## src/common/usb_ep_pkg.sv

```systemverilog
`default_nettype none
package usb_ep_pkg;
    // ************************************************************
    // Sizes
    // ************************************************************
    localparam int NUM_EP = 4;
    localparam int EP_W = 2;
    localparam int FIFO_DEPTH = 64;
    localparam int LVL_W = 7;
    localparam logic [LVL_W-1:0] EP0_MAX_PKT = 7'h08;
    localparam logic [LVL_W-1:0] EPN_MAX_PKT = 7'h40;
    localparam logic [NUM_EP-1:0] PP_MASK_DEF = 4'b0110;
    // ************************************************************
    // Register map
    // ************************************************************
    localparam int ADDR_W = 8;
    localparam logic [ADDR_W-1:0] CSR_BASE = 8'h00;
    localparam logic [ADDR_W-1:0] FIFO_BASE = 8'h04;
    localparam logic [ADDR_W-1:0] EP_STRIDE = 8'h08;
    localparam logic [ADDR_W-1:0] INT_EN_ADDR = 8'h40;
    localparam logic [ADDR_W-1:0] INT_PEND_ADDR = 8'h44;
    localparam logic [NUM_EP-1:0] INT_EN_RST = 4'h0;
    localparam int CSR_TX_COMPLETE_FLAG_BIT = 0;
    localparam int CSR_RXBK0_BIT = 1;
    localparam int CSR_SETUP_BIT = 2;
    localparam int CSR_STALLSENT_BIT = 3;
    localparam int CSR_TXRDY_BIT = 4;
    localparam int CSR_FSTALL_BIT = 5;
    localparam int CSR_PP_BIT = 6;
    localparam int CSR_CNT_LSB = 16;
    localparam int CSR_CNT_W = 11;
    // ************************************************************
    // Types
    // ************************************************************
    typedef enum logic [1:0] {
        TOK_SETUP = 2'b00,
        TOK_OUT = 2'b01,
        TOK_IN = 2'b10
    } tok_kind_t;
    typedef enum logic [1:0] {
        HS_ACK = 2'b00,
        HS_NAK = 2'b01,
        HS_STALL = 2'b10
    } hs_code_t;
    typedef enum logic [1:0] {
        ST_IDLE = 2'b00,
        ST_RX = 2'b01,
        ST_TX = 2'b11,
        ST_TX_WAIT = 2'b10
    } dev_state_t;
    typedef enum logic [2:0] {
        H_IDLE = 3'b000,
        H_SEND = 3'b001,
        H_WAIT = 3'b011
    } host_state_t;
endpackage : usb_ep_pkg
`default_nettype wire

```

## src/common/usb_link_if.sv

```systemverilog
`default_nettype none
interface usb_link_if;
    import usb_ep_pkg::*;
    logic tok_valid;
    tok_kind_t tok_kind;
    logic [EP_W-1:0] tok_ep;
    logic hd_valid;
    logic [7:0] hd_data;
    logic hd_eop;
    logic hs_valid;
    hs_code_t hs_code;
    logic dh_valid;
    logic [7:0] dh_data;
    logic dh_eop;
    logic hack;
    logic hdrop;
    modport dev (
        input tok_valid, tok_kind, tok_ep, hd_valid, hd_data, hd_eop,
        input hack, hdrop,
        output hs_valid, hs_code, dh_valid, dh_data, dh_eop
    );
    modport host (
        output tok_valid, tok_kind, tok_ep, hd_valid, hd_data, hd_eop,
        output hack, hdrop,
        input hs_valid, hs_code, dh_valid, dh_data, dh_eop
    );
endinterface : usb_link_if
`default_nettype wire

```

## src/design/ep_fifo_bank.sv

```systemverilog
`default_nettype none
module ep_fifo_bank #(
    parameter int DEPTH = 64,
    parameter int LW = 7
) (
    input wire logic clk_i,
    input wire logic rst_n_i,
    input wire logic clr_i,
    input wire logic rewind_i,
    input wire logic wr_i,
    input wire logic [7:0] wdata_i,
    input wire logic rd_i,
    output logic [7:0] rdata_o,
    output logic [LW-1:0] level_o
);
    logic [7:0] mem [DEPTH];
    logic [LW-1:0] wptr_q;
    logic [LW-1:0] rptr_q;
    logic full;
    logic empty;

    assign full = (wptr_q == LW'(DEPTH));
    assign empty = (rptr_q == wptr_q);
    assign level_o = wptr_q - rptr_q;
    assign rdata_o = mem[rptr_q[LW-2:0]];

    // ************************************************************
    // Pointers
    // ************************************************************
    always_ff @(posedge clk_i) begin
        if (!rst_n_i || clr_i) begin
            wptr_q <= '0;
            rptr_q <= '0;
        end else begin
            if (wr_i && !full) begin
                wptr_q <= wptr_q + LW'(1);
            end
            if (rewind_i) begin
                rptr_q <= '0;
            end else if (rd_i && !empty) begin
                rptr_q <= rptr_q + LW'(1);
            end
        end
    end

    always_ff @(posedge clk_i) begin
        if (wr_i && !full && !clr_i) begin
            mem[wptr_q[LW-2:0]] <= wdata_i;
        end
    end
endmodule : ep_fifo_bank
`default_nettype wire

```

## src/design/usb_endpoint_transaction_handler.sv

```systemverilog
`default_nettype none
module usb_endpoint_transaction_handler #(
    parameter logic [usb_ep_pkg::NUM_EP-1:0] PP_MASK =
        usb_ep_pkg::PP_MASK_DEF,
    parameter int DEPTH = usb_ep_pkg::FIFO_DEPTH
) (
    input wire logic clk_i,
    input wire logic rst_n_i,
    usb_link_if.dev link,
    input wire logic [usb_ep_pkg::ADDR_W-1:0] addr_i,
    input wire logic [31:0] wdata_i,
    input wire logic we_i,
    input wire logic re_i,
    output logic [31:0] rdata_o,
    output logic [usb_ep_pkg::NUM_EP-1:0] ep_int_o
);
    import usb_ep_pkg::*;

    localparam int NB = 2 * NUM_EP;

    dev_state_t state_q;
    logic [EP_W-1:0] ep_q;
    tok_kind_t kind_q;
    logic store_q;
    hs_code_t pend_q;
    logic hs_valid_q;
    hs_code_t hs_code_q;
    logic dh_valid_q;
    logic [7:0] dh_data_q;
    logic dh_eop_q;
    logic [NUM_EP-1:0] setup_q, rxf_q, txc_q, stall_sent_q, fstall_q;
    logic [NUM_EP-1:0] fw_bank_q, usb_bank_q, int_en_q, pend;
    logic [NUM_EP-1:0][1:0] txrdy_q;
    logic [NUM_EP-1:0] csr_wr, fifo_wr, fifo_rd;
    logic [NUM_EP-1:0] ev_setup, ev_rx, ev_ack, ev_stall;
    logic [NB-1:0] bk_clr, bk_rew, bk_wr, bk_rd;
    logic [NB-1:0][7:0] bk_rdata;
    logic [NB-1:0][LVL_W-1:0] bk_level;
    logic [NB-1:0][7:0] bk_wdata;
    logic [31:0] rd_mux;
    logic [31:0] rdata_q;
    logic [EP_W:0] usb_b;
    logic [EP_W:0] tok_b0;
    logic [LVL_W-1:0] ep_max;
    logic rx_end;

    assign link.hs_valid = hs_valid_q;
    assign link.hs_code = hs_code_q;
    assign link.dh_valid = dh_valid_q;
    assign link.dh_data = dh_data_q;
    assign link.dh_eop = dh_eop_q;
    assign rdata_o = rdata_q;
    assign usb_b = {ep_q, usb_bank_q[ep_q]};
    assign tok_b0 = {link.tok_ep, 1'b0};
    assign ep_max = (ep_q == '0) ? EP0_MAX_PKT : EPN_MAX_PKT;
    assign rx_end = (state_q == ST_RX) && link.hd_eop && store_q;

    // ************************************************************
    // FIFO banks
    // ************************************************************
    for (genvar b = 0; b < NB; b++) begin : g_bank
        ep_fifo_bank #(.DEPTH(DEPTH), .LW(LVL_W)) u_bank (
            .clk_i(clk_i),
            .rst_n_i(rst_n_i),
            .clr_i(bk_clr[b]),
            .rewind_i(bk_rew[b]),
            .wr_i(bk_wr[b]),
            .wdata_i(bk_wdata[b]),
            .rd_i(bk_rd[b]),
            .rdata_o(bk_rdata[b]),
            .level_o(bk_level[b])
        );
    end

    // ************************************************************
    // Register decode and events
    // ************************************************************
    always_comb begin
        for (int e = 0; e < NUM_EP; e++) begin
            csr_wr[e] = we_i && (addr_i == CSR_BASE + 8'(e) * EP_STRIDE);
            fifo_wr[e] = we_i && (addr_i == FIFO_BASE + 8'(e) * EP_STRIDE);
            fifo_rd[e] = re_i && (addr_i == FIFO_BASE + 8'(e) * EP_STRIDE);
            ev_setup[e] = rx_end && (kind_q == TOK_SETUP)
                && (ep_q == EP_W'(e));
            ev_rx[e] = rx_end && (kind_q == TOK_OUT) && (ep_q == EP_W'(e));
            ev_ack[e] = (state_q == ST_TX_WAIT) && link.hack
                && (ep_q == EP_W'(e));
            ev_stall[e] = (state_q == ST_IDLE) && link.tok_valid
                && (link.tok_kind != TOK_SETUP) && fstall_q[e]
                && (link.tok_ep == EP_W'(e));
        end
    end

    always_comb begin
        bk_clr = '0;
        bk_rew = '0;
        bk_wr = '0;
        bk_rd = '0;
        bk_wdata = {NB{wdata_i[7:0]}};
        if (state_q == ST_IDLE && link.tok_valid) begin
            if (link.tok_kind == TOK_SETUP) begin
                bk_clr[tok_b0] = 1'b1;
            end else if (link.tok_kind == TOK_OUT
                && !fstall_q[link.tok_ep] && !rxf_q[link.tok_ep]
                && !setup_q[link.tok_ep]) begin
                bk_clr[tok_b0] = 1'b1;
            end
        end
        if (state_q == ST_RX && store_q && link.hd_valid
            && bk_level[{ep_q, 1'b0}] < ep_max) begin
            bk_wr[{ep_q, 1'b0}] = 1'b1;
            bk_wdata[{ep_q, 1'b0}] = link.hd_data;
        end
        if (state_q == ST_TX && bk_level[usb_b] != '0) begin
            bk_rd[usb_b] = 1'b1;
        end
        if (state_q == ST_TX_WAIT) begin
            bk_clr[usb_b] = link.hack;
            bk_rew[usb_b] = link.hdrop;
        end
        for (int e = 0; e < NUM_EP; e++) begin
            if (fifo_wr[e]) begin
                bk_wr[{EP_W'(e), fw_bank_q[e]}] = 1'b1;
            end
            if (fifo_rd[e]) begin
                bk_rd[{EP_W'(e), 1'b0}] = 1'b1;
            end
            if (csr_wr[e] && (wdata_i[CSR_RXBK0_BIT]
                || wdata_i[CSR_SETUP_BIT])) begin
                bk_clr[{EP_W'(e), 1'b0}] = 1'b1;
            end
        end
    end

    // ************************************************************
    // Transaction sequencer
    // ************************************************************
    always_ff @(posedge clk_i) begin
        if (!rst_n_i) begin
            state_q <= ST_IDLE;
            ep_q <= '0;
            kind_q <= TOK_SETUP;
            store_q <= 1'b0;
            pend_q <= HS_ACK;
            hs_valid_q <= 1'b0;
            hs_code_q <= HS_ACK;
            dh_valid_q <= 1'b0;
            dh_data_q <= '0;
            dh_eop_q <= 1'b0;
        end else begin
            hs_valid_q <= 1'b0;
            dh_valid_q <= 1'b0;
            dh_eop_q <= 1'b0;
            case (state_q)
                ST_IDLE: begin
                    if (link.tok_valid) begin
                        ep_q <= link.tok_ep;
                        kind_q <= link.tok_kind;
                        case (link.tok_kind)
                            TOK_SETUP: begin
                                store_q <= 1'b1;
                                pend_q <= HS_ACK;
                                state_q <= ST_RX;
                            end
                            TOK_OUT: begin
                                state_q <= ST_RX;
                                if (fstall_q[link.tok_ep]) begin
                                    store_q <= 1'b0;
                                    pend_q <= HS_STALL;
                                end else if (rxf_q[link.tok_ep]
                                    || setup_q[link.tok_ep]) begin
                                    store_q <= 1'b0;
                                    pend_q <= HS_NAK;
                                end else begin
                                    store_q <= 1'b1;
                                    pend_q <= HS_ACK;
                                end
                            end
                            default: begin
                                if (fstall_q[link.tok_ep]) begin
                                    hs_valid_q <= 1'b1;
                                    hs_code_q <= HS_STALL;
                                end else if (txrdy_q[link.tok_ep]
                                    [usb_bank_q[link.tok_ep]]) begin
                                    state_q <= ST_TX;
                                end else begin
                                    hs_valid_q <= 1'b1;
                                    hs_code_q <= HS_NAK;
                                end
                            end
                        endcase
                    end
                end
                ST_RX: begin
                    if (link.hd_eop) begin
                        hs_valid_q <= 1'b1;
                        hs_code_q <= pend_q;
                        state_q <= ST_IDLE;
                    end
                end
                ST_TX: begin
                    if (bk_level[usb_b] != '0) begin
                        dh_valid_q <= 1'b1;
                        dh_data_q <= bk_rdata[usb_b];
                    end else begin
                        dh_eop_q <= 1'b1;
                        state_q <= ST_TX_WAIT;
                    end
                end
                ST_TX_WAIT: begin
                    if (link.hack || link.hdrop) begin
                        state_q <= ST_IDLE;
                    end
                end
                default: begin
                    state_q <= ST_IDLE;
                end
            endcase
        end
    end

    // ************************************************************
    // Endpoint flags
    // ************************************************************
    always_ff @(posedge clk_i) begin
        if (!rst_n_i) begin
            setup_q <= '0;
            rxf_q <= '0;
            txc_q <= '0;
            stall_sent_q <= '0;
            fstall_q <= '0;
        end else begin
            for (int e = 0; e < NUM_EP; e++) begin
                if (ev_setup[e]) begin
                    setup_q[e] <= 1'b1;
                end else if (csr_wr[e] && wdata_i[CSR_SETUP_BIT]) begin
                    setup_q[e] <= 1'b0;
                end
                if (ev_rx[e]) begin
                    rxf_q[e] <= 1'b1;
                end else if (csr_wr[e] && wdata_i[CSR_RXBK0_BIT]) begin
                    rxf_q[e] <= 1'b0;
                end
                if (ev_ack[e]) begin
                    txc_q[e] <= 1'b1;
                end else if (csr_wr[e] && wdata_i[CSR_TX_COMPLETE_FLAG_BIT]) begin
                    txc_q[e] <= 1'b0;
                end
                if (ev_stall[e]) begin
                    stall_sent_q[e] <= 1'b1;
                end else if (csr_wr[e] && wdata_i[CSR_STALLSENT_BIT]) begin
                    stall_sent_q[e] <= 1'b0;
                end
                if (ev_setup[e]) begin
                    fstall_q[e] <= 1'b0;
                end else if (csr_wr[e]) begin
                    fstall_q[e] <= wdata_i[CSR_FSTALL_BIT];
                end
            end
        end
    end

    always_ff @(posedge clk_i) begin
        if (!rst_n_i) begin
            txrdy_q <= '0;
            fw_bank_q <= '0;
            usb_bank_q <= '0;
        end else begin
            for (int e = 0; e < NUM_EP; e++) begin
                if (ev_ack[e]) begin
                    txrdy_q[e][usb_bank_q[e]] <= 1'b0;
                    usb_bank_q[e] <= PP_MASK[e] & ~usb_bank_q[e];
                end
                if (csr_wr[e] && wdata_i[CSR_TXRDY_BIT]) begin
                    txrdy_q[e][fw_bank_q[e]] <= 1'b1;
                    fw_bank_q[e] <= PP_MASK[e] & ~fw_bank_q[e];
                end
            end
        end
    end

    // ************************************************************
    // Interrupts and read data
    // ************************************************************
    assign pend = setup_q | rxf_q | txc_q | stall_sent_q;

    always_ff @(posedge clk_i) begin
        if (!rst_n_i) begin
            int_en_q <= INT_EN_RST;
            ep_int_o <= '0;
        end else begin
            if (we_i && addr_i == INT_EN_ADDR) begin
                int_en_q <= wdata_i[NUM_EP-1:0];
            end
            ep_int_o <= pend & int_en_q;
        end
    end

    always_comb begin
        rd_mux = '0;
        if (addr_i == INT_EN_ADDR) begin
            rd_mux[NUM_EP-1:0] = int_en_q;
        end else if (addr_i == INT_PEND_ADDR) begin
            rd_mux[NUM_EP-1:0] = pend;
        end else begin
            for (int e = 0; e < NUM_EP; e++) begin
                if (addr_i == CSR_BASE + 8'(e) * EP_STRIDE) begin
                    rd_mux[CSR_TX_COMPLETE_FLAG_BIT] = txc_q[e];
                    rd_mux[CSR_RXBK0_BIT] = rxf_q[e];
                    rd_mux[CSR_SETUP_BIT] = setup_q[e];
                    rd_mux[CSR_STALLSENT_BIT] = stall_sent_q[e];
                    rd_mux[CSR_TXRDY_BIT] = txrdy_q[e][fw_bank_q[e]];
                    rd_mux[CSR_FSTALL_BIT] = fstall_q[e];
                    rd_mux[CSR_PP_BIT] = PP_MASK[e];
                    rd_mux[CSR_CNT_LSB +: CSR_CNT_W] =
                        CSR_CNT_W'(bk_level[2*e]);
                end else if (addr_i == FIFO_BASE + 8'(e) * EP_STRIDE) begin
                    rd_mux[7:0] = bk_rdata[2*e];
                end
            end
        end
    end

    always_ff @(posedge clk_i) begin
        if (!rst_n_i) begin
            rdata_q <= '0;
        end else begin
            rdata_q <= re_i ? rd_mux : '0;
        end
    end
endmodule : usb_endpoint_transaction_handler
`default_nettype wire

```

## src/flat_wrapper.sv

```systemverilog
// flat-port wrapper written by rule: the top's interface ports become plain ports
module usb_endpoint_transaction_handler_flat import usb_ep_pkg::*;
#(
    parameter logic [usb_ep_pkg::NUM_EP-1:0] PP_MASK =
        usb_ep_pkg::PP_MASK_DEF,
    parameter int DEPTH = usb_ep_pkg::FIFO_DEPTH
)
  (clk_i, rst_n_i, addr_i, wdata_i, we_i, re_i, rdata_o, ep_int_o, link_tok_valid, link_tok_kind, link_tok_ep, link_hd_valid, link_hd_data, link_hd_eop, link_hack, link_hdrop, link_hs_valid, link_hs_code, link_dh_valid, link_dh_data, link_dh_eop);
  usb_link_if link_i ();
  input wire logic clk_i;
  input wire logic rst_n_i;
  input wire logic [usb_ep_pkg::ADDR_W-1:0] addr_i;
  input wire logic [31:0] wdata_i;
  input wire logic we_i;
  input wire logic re_i;
  output logic [31:0] rdata_o;
  output logic [usb_ep_pkg::NUM_EP-1:0] ep_int_o;
  input wire logic [$bits(link_i.tok_valid)-1:0] link_tok_valid;
  input wire logic [$bits(link_i.tok_kind)-1:0] link_tok_kind;
  input wire logic [$bits(link_i.tok_ep)-1:0] link_tok_ep;
  input wire logic [$bits(link_i.hd_valid)-1:0] link_hd_valid;
  input wire logic [$bits(link_i.hd_data)-1:0] link_hd_data;
  input wire logic [$bits(link_i.hd_eop)-1:0] link_hd_eop;
  input wire logic [$bits(link_i.hack)-1:0] link_hack;
  input wire logic [$bits(link_i.hdrop)-1:0] link_hdrop;
  output wire logic [$bits(link_i.hs_valid)-1:0] link_hs_valid;
  output wire logic [$bits(link_i.hs_code)-1:0] link_hs_code;
  output wire logic [$bits(link_i.dh_valid)-1:0] link_dh_valid;
  output wire logic [$bits(link_i.dh_data)-1:0] link_dh_data;
  output wire logic [$bits(link_i.dh_eop)-1:0] link_dh_eop;
  assign link_i.tok_valid = link_tok_valid;
  assign link_i.tok_kind = link_tok_kind;
  assign link_i.tok_ep = link_tok_ep;
  assign link_i.hd_valid = link_hd_valid;
  assign link_i.hd_data = link_hd_data;
  assign link_i.hd_eop = link_hd_eop;
  assign link_i.hack = link_hack;
  assign link_i.hdrop = link_hdrop;
  assign link_hs_valid = link_i.hs_valid;
  assign link_hs_code = link_i.hs_code;
  assign link_dh_valid = link_i.dh_valid;
  assign link_dh_data = link_i.dh_data;
  assign link_dh_eop = link_i.dh_eop;
  usb_endpoint_transaction_handler #(.PP_MASK(PP_MASK), .DEPTH(DEPTH)) u_core (.clk_i(clk_i), .rst_n_i(rst_n_i), .link(link_i), .addr_i(addr_i), .wdata_i(wdata_i), .we_i(we_i), .re_i(re_i), .rdata_o(rdata_o), .ep_int_o(ep_int_o));
endmodule
```

## config.mk

```make
export PLATFORM = sky130hd
export DESIGN_NAME = usb_endpoint_transaction_handler_flat
export DESIGN_NICKNAME = d
export VERILOG_FILES = /design/src/common/usb_ep_pkg.sv /design/src/common/usb_link_if.sv /design/src/design/ep_fifo_bank.sv /design/src/design/usb_endpoint_transaction_handler.sv /design/src/flat_wrapper.sv
export SDC_FILE = /design/constraint.sdc
export NUM_CORES = 2
export LEC_CHECK = 0
export BUFFER_PORTS_ARGS = -buffer_cell sky130_fd_sc_hd__buf_4
export CAP_MARGIN = 20
export CELL_PAD_IN_SITES_DETAIL_PLACEMENT = 1
export CELL_PAD_IN_SITES_GLOBAL_PLACEMENT = 2
export CORE_UTILIZATION = 50
export CTS_BUF_LIST = sky130_fd_sc_hd__clkbuf_4 sky130_fd_sc_hd__clkbuf_8 sky130_fd_sc_hd__clkbuf_16
export DETAILED_ROUTE_END_ITERATION = 6
export GPL_ROUTABILITY_DRIVEN = 1
export HOLD_SLACK_MARGIN = 0.05
export PLACE_DENSITY = 0.86
export SLEW_MARGIN = 25
export SYNTH_ARGS = -nofsm -noshare
export SYNTH_HDL_FRONTEND = slang
export SYNTH_SLANG_ARGS = --single-unit
```

## constraint.sdc

```tcl
create_clock -name clk_i -period 7.75 [get_ports clk_i]
set_clock_uncertainty 0.05 [all_clocks]
set_input_delay 1.1625 -clock clk_i [delete_from_list [all_inputs] [get_ports clk_i]]
set_output_delay 1.1625 -clock clk_i [all_outputs]
set_load 0.1 [all_outputs]
```

==> impl_metrics.env <==
export IMPL_die_height_um=513
export IMPL_nets=6879
export IMPL_dpl_hpwl_um=222000
export IMPL_clock_latency_ns=0.90
export IMPL_syn_avg_cell_area_um2=20.0
export IMPL_maxCapViolations=0
export IMPL_endpoint="u_core.g_bank[4].u_bank.mem[33][7]$_DFFE_PP_"
export IMPL_io_buffers=68
export IMPL_worst_path_max_fanout=9
export IMPL_cts_hold_buf=0
export IMPL_period_needed_ns=6.76
export IMPL_async_reset_ff_share_pct=0
export IMPL_cts_buffer_depth=4
export IMPL_drc=0
export IMPL_synthCells=6534
export IMPL_criticalPathCategory="reg2reg"
export IMPL_drt_wl_total_um=350000
export IMPL_cts_repair_resize_count=0
export IMPL_cts_sinks=3273
export IMPL_place_ws_ns=1.21
export IMPL_max_freq_mhz=148
export IMPL_vias_per_cell=6.44
export IMPL_cp_arrival_ns=7.16
export IMPL_holdCritPathClass="reg2reg"
export IMPL_tightestPinTransition_ns=1.25
export IMPL_cts_tree="built"
export IMPL_synth_edf_count=3072
export IMPL_finalMaxSlewViolations=0
export IMPL_ys_warnings_count=0
export IMPL_timing_rr_start="u_core.g_bank[0].u_bank.wptr_q[0]$_SDFFE_PP0P_"
export IMPL_vias=67183
export IMPL_ir_worst_vdd_mv=0.246
export IMPL_synth_ff_type="edfxtp_1"
export IMPL_status="completed"
export IMPL_startpoint="u_core.g_bank[0].u_bank.wptr_q[0]$_SDFFE_PP0P_"
export IMPL_r2r_slack_ns=0.99
export IMPL_die_width_um=513
export IMPL_cp_start_kind="flop"
export IMPL_clkTransAtPathRegs_ns=0.06
export IMPL_numCtsBuffers=338
export IMPL_core_rowCount=187
export IMPL_grt_pass1_wl_um=504000
export IMPL_crit_required_ns=8.15
export IMPL_setup_slack_ns=0.990
export IMPL_worstRegToRegCells=22
export IMPL_hold_viol=0
export IMPL_grt_max_degree=97
export IMPL_fin_util_pct=56.3
export IMPL_gp_congestion=0.917
export IMPL_layout_commonest_cell="edfxtp_1"
export IMPL_rsz0062_at_grt="no"
export IMPL_pin_count=110
export IMPL_initial_core_util_pct=50.2
export IMPL_htreeDepth=5
export IMPL_leakage_nw=44.1
export IMPL_post_drt_wl_per_cell_um=33.5
export IMPL_cts_setup_buffers=0
export IMPL_ys_ff_latch=3273
export IMPL_ys_types=90
export IMPL_max_slew_margin_pct=16.0
export IMPL_tns_ns=0
export IMPL_finalPower_mw=36.0
export IMPL_ff_latch_area_mm2=0.0963
export IMPL_holdWs_ns=0.399
export IMPL_yosysSeqAreaShare_pct=73.8
export IMPL_p_per_area_mw_per_mm2=247
export IMPL_fp_dieArea_mm2=0.263
export IMPL_core_area_mm2=0.259
export IMPL_layout_drive_gt1_share_pct=25.7
export IMPL_grt_use_total_pct=26.6
export IMPL_multi_input_area_mm2=0.0323
export IMPL_area_growth_pct=12.0
export IMPL_grt_overflow=0
export IMPL_ctsRootBufferMaster="clkbuf_16"
export IMPL_antenna_left=0
export IMPL_grt_pass1_vias=70379
export IMPL_drt_first_pass_iters=5
export IMPL_setup_viol=0
export IMPL_final_cell_mix="edfxtp_1 (3072), mux4_2 (930), nor2_1 (571)"
export IMPL_fillers=22077
export IMPL_netlist_area_mm2=0.130
export IMPL_reg2reg_to="u_core.g_bank[4].u_bank.mem[33][7]$_DFFE_PP_"
export IMPL_antenna_found_initial=28
export IMPL_drt_iter0_markers=7903
export IMPL_fin_crit_sh_pct=87.2
export IMPL_end_kind="flop"
==> worst max-delay path: stages, from the launching register on <==
cell and delay, ns:
dfxtp_1 0.40, inv_1 0.14, ha_1 0.18, inv_1 0.06
fa_1 0.40, a211oi_1 0.37, o21bai_1 0.15, a21oi_1 0.20
xnor2_1 0.28, nor2_1 0.08, a211oi_1 0.24, a21oi_1 0.10
ha_1 0.24, nand3b_1 0.19, nor3_1 0.22, buf_4 0.18
nand2_1 0.25, o31ai_1 0.35, o31a_1 0.40, o2111a_1 0.31
nor2b_1 0.32, nand2_1 0.44, nor2_1 0.77
==> power breakdown <==
part / internal (mW) / leakage (nW) / switching (mW) / total, mW
Combinational: 0.0646 / 9.37 / 0.454 / 0.519
Sequential: 19.3 / 29.2 / 0.0102 / 19.3
Clock: 9.36 / 5.49 / 6.82 / 16.2
==> cells by family after synthesis <==
kind of cell / share of synthesized area (%)
flip-flops: 73.8
AND/OR/NAND/NOR: 4.03
multiplexers: 17.3
AO/OA/AOI/OAI: 2.31
buffers and inverters: 1.45
XOR/XNOR: 0.464
adder cells (fa/ha/maj): 0.639
other: 0.00288
==> Yosys cell counts (66+ instances only) <==
library cell	count	area [µm²]
a21oi_1	116	581
buf_2	93	465
clkbuf_1	173	649
dfxtp_1	201	4020
edfxtp_1	3072	92200
inv_1	76	285
mux2i_1	94	941
mux4_2	930	20900
nand2_1	248	931
nand3_1	66	330
nor2_1	571	2140
o21ai_0	90	450
==> through the flow <==
step / std cells / area (µm²)
final: 10428 / 146000
after global routing: 10426 / 146000
after CTS: 10417 / 146000
after detailed placement: 9815 / 135000
after global placement: 9815 / 135000
after floorplan: 6550 / 130000
==> worst min-delay path by stage <==
stage	slack (ns)	start	cells after the start	end
after floorplan	0.37	u_core.g_bank[1].u_bank.rptr_q[0]$_SDFFE_PP0P_	2	u_core.g_bank[1].u_bank.rptr_q[0]$_SDFFE_PP0P_
after global placement	0.38	u_core.g_bank[7].u_bank.rptr_q[0]$_SDFFE_PP0P_	2	u_core.g_bank[7].u_bank.rptr_q[0]$_SDFFE_PP0P_
after detailed placement	0.39	u_core.g_bank[1].u_bank.rptr_q[0]$_SDFFE_PP0P_	2	u_core.g_bank[1].u_bank.rptr_q[0]$_SDFFE_PP0P_
after CTS	0.40	u_core.g_bank[1].u_bank.rptr_q[0]$_SDFFE_PP0P_	2	u_core.g_bank[1].u_bank.rptr_q[0]$_SDFFE_PP0P_
after global routing	0.44	u_core.g_bank[1].u_bank.rptr_q[0]$_SDFFE_PP0P_	2	u_core.g_bank[1].u_bank.rptr_q[0]$_SDFFE_PP0P_
final	0.40	u_core.g_bank[1].u_bank.rptr_q[0]$_SDFFE_PP0P_	2	u_core.g_bank[1].u_bank.rptr_q[0]$_SDFFE_PP0P_
==> state kept, by name, summed over array words and instances, names as in the netlist, 2 cells and up, named ones only <==
| name | flops |
|---|---|
| u_core.ep_int_o | 4 |
| u_core.ep_q | 2 |
| u_core.fstall_q | 4 |
| u_core.fw_bank_q | 2 |
| u_core.g_bank.u_bank.mem | 3072 |
| u_core.g_bank.u_bank.rptr_q | 48 |
| u_core.g_bank.u_bank.wptr_q | 42 |
| u_core.int_en_q | 4 |
| u_core.kind_q | 2 |
| u_core.link.dh_data | 8 |
| u_core.link.hs_code | 2 |
| u_core.pend_q | 2 |
| u_core.rdata_o | 15 |
| u_core.rxf_q | 4 |
| u_core.setup_q | 4 |
| u_core.stall_sent_q | 4 |
| u_core.state_q | 2 |
| u_core.txc_q | 4 |
| u_core.txrdy_q | 6 |
| u_core.usb_bank_q | 2 |
==> final cells by class <==
| type | count | area share, % |
|---|---|---|
| Clock inverter | 176 | 1.18 |
| Multi-Input combinational cell | 2854 | 22.2 |
| Inverter | 81 | 0.208 |
| Timing Repair Buffer | 207 | 1.19 |
| Antenna cell | 9 | 0.0154 |
| Sequential cell | 3273 | 66.0 |
| Tap cell | 3402 | 2.92 |
| Clock buffer | 426 | 6.36 |
==> layer usage <==
metal	wire length [µm]	vias to the layer above	share of wire, %	track usage (%)
li1	-	27222	-	-
met1	133000	35938	38	35.1
met2	173000	3295	50	43.9
met3	26900	698	7.7	4.75
met4	15900	30	4.5	10.8
met5	184	-	0.053	0
No activity file was read; power rests on OpenSTA's default activity.
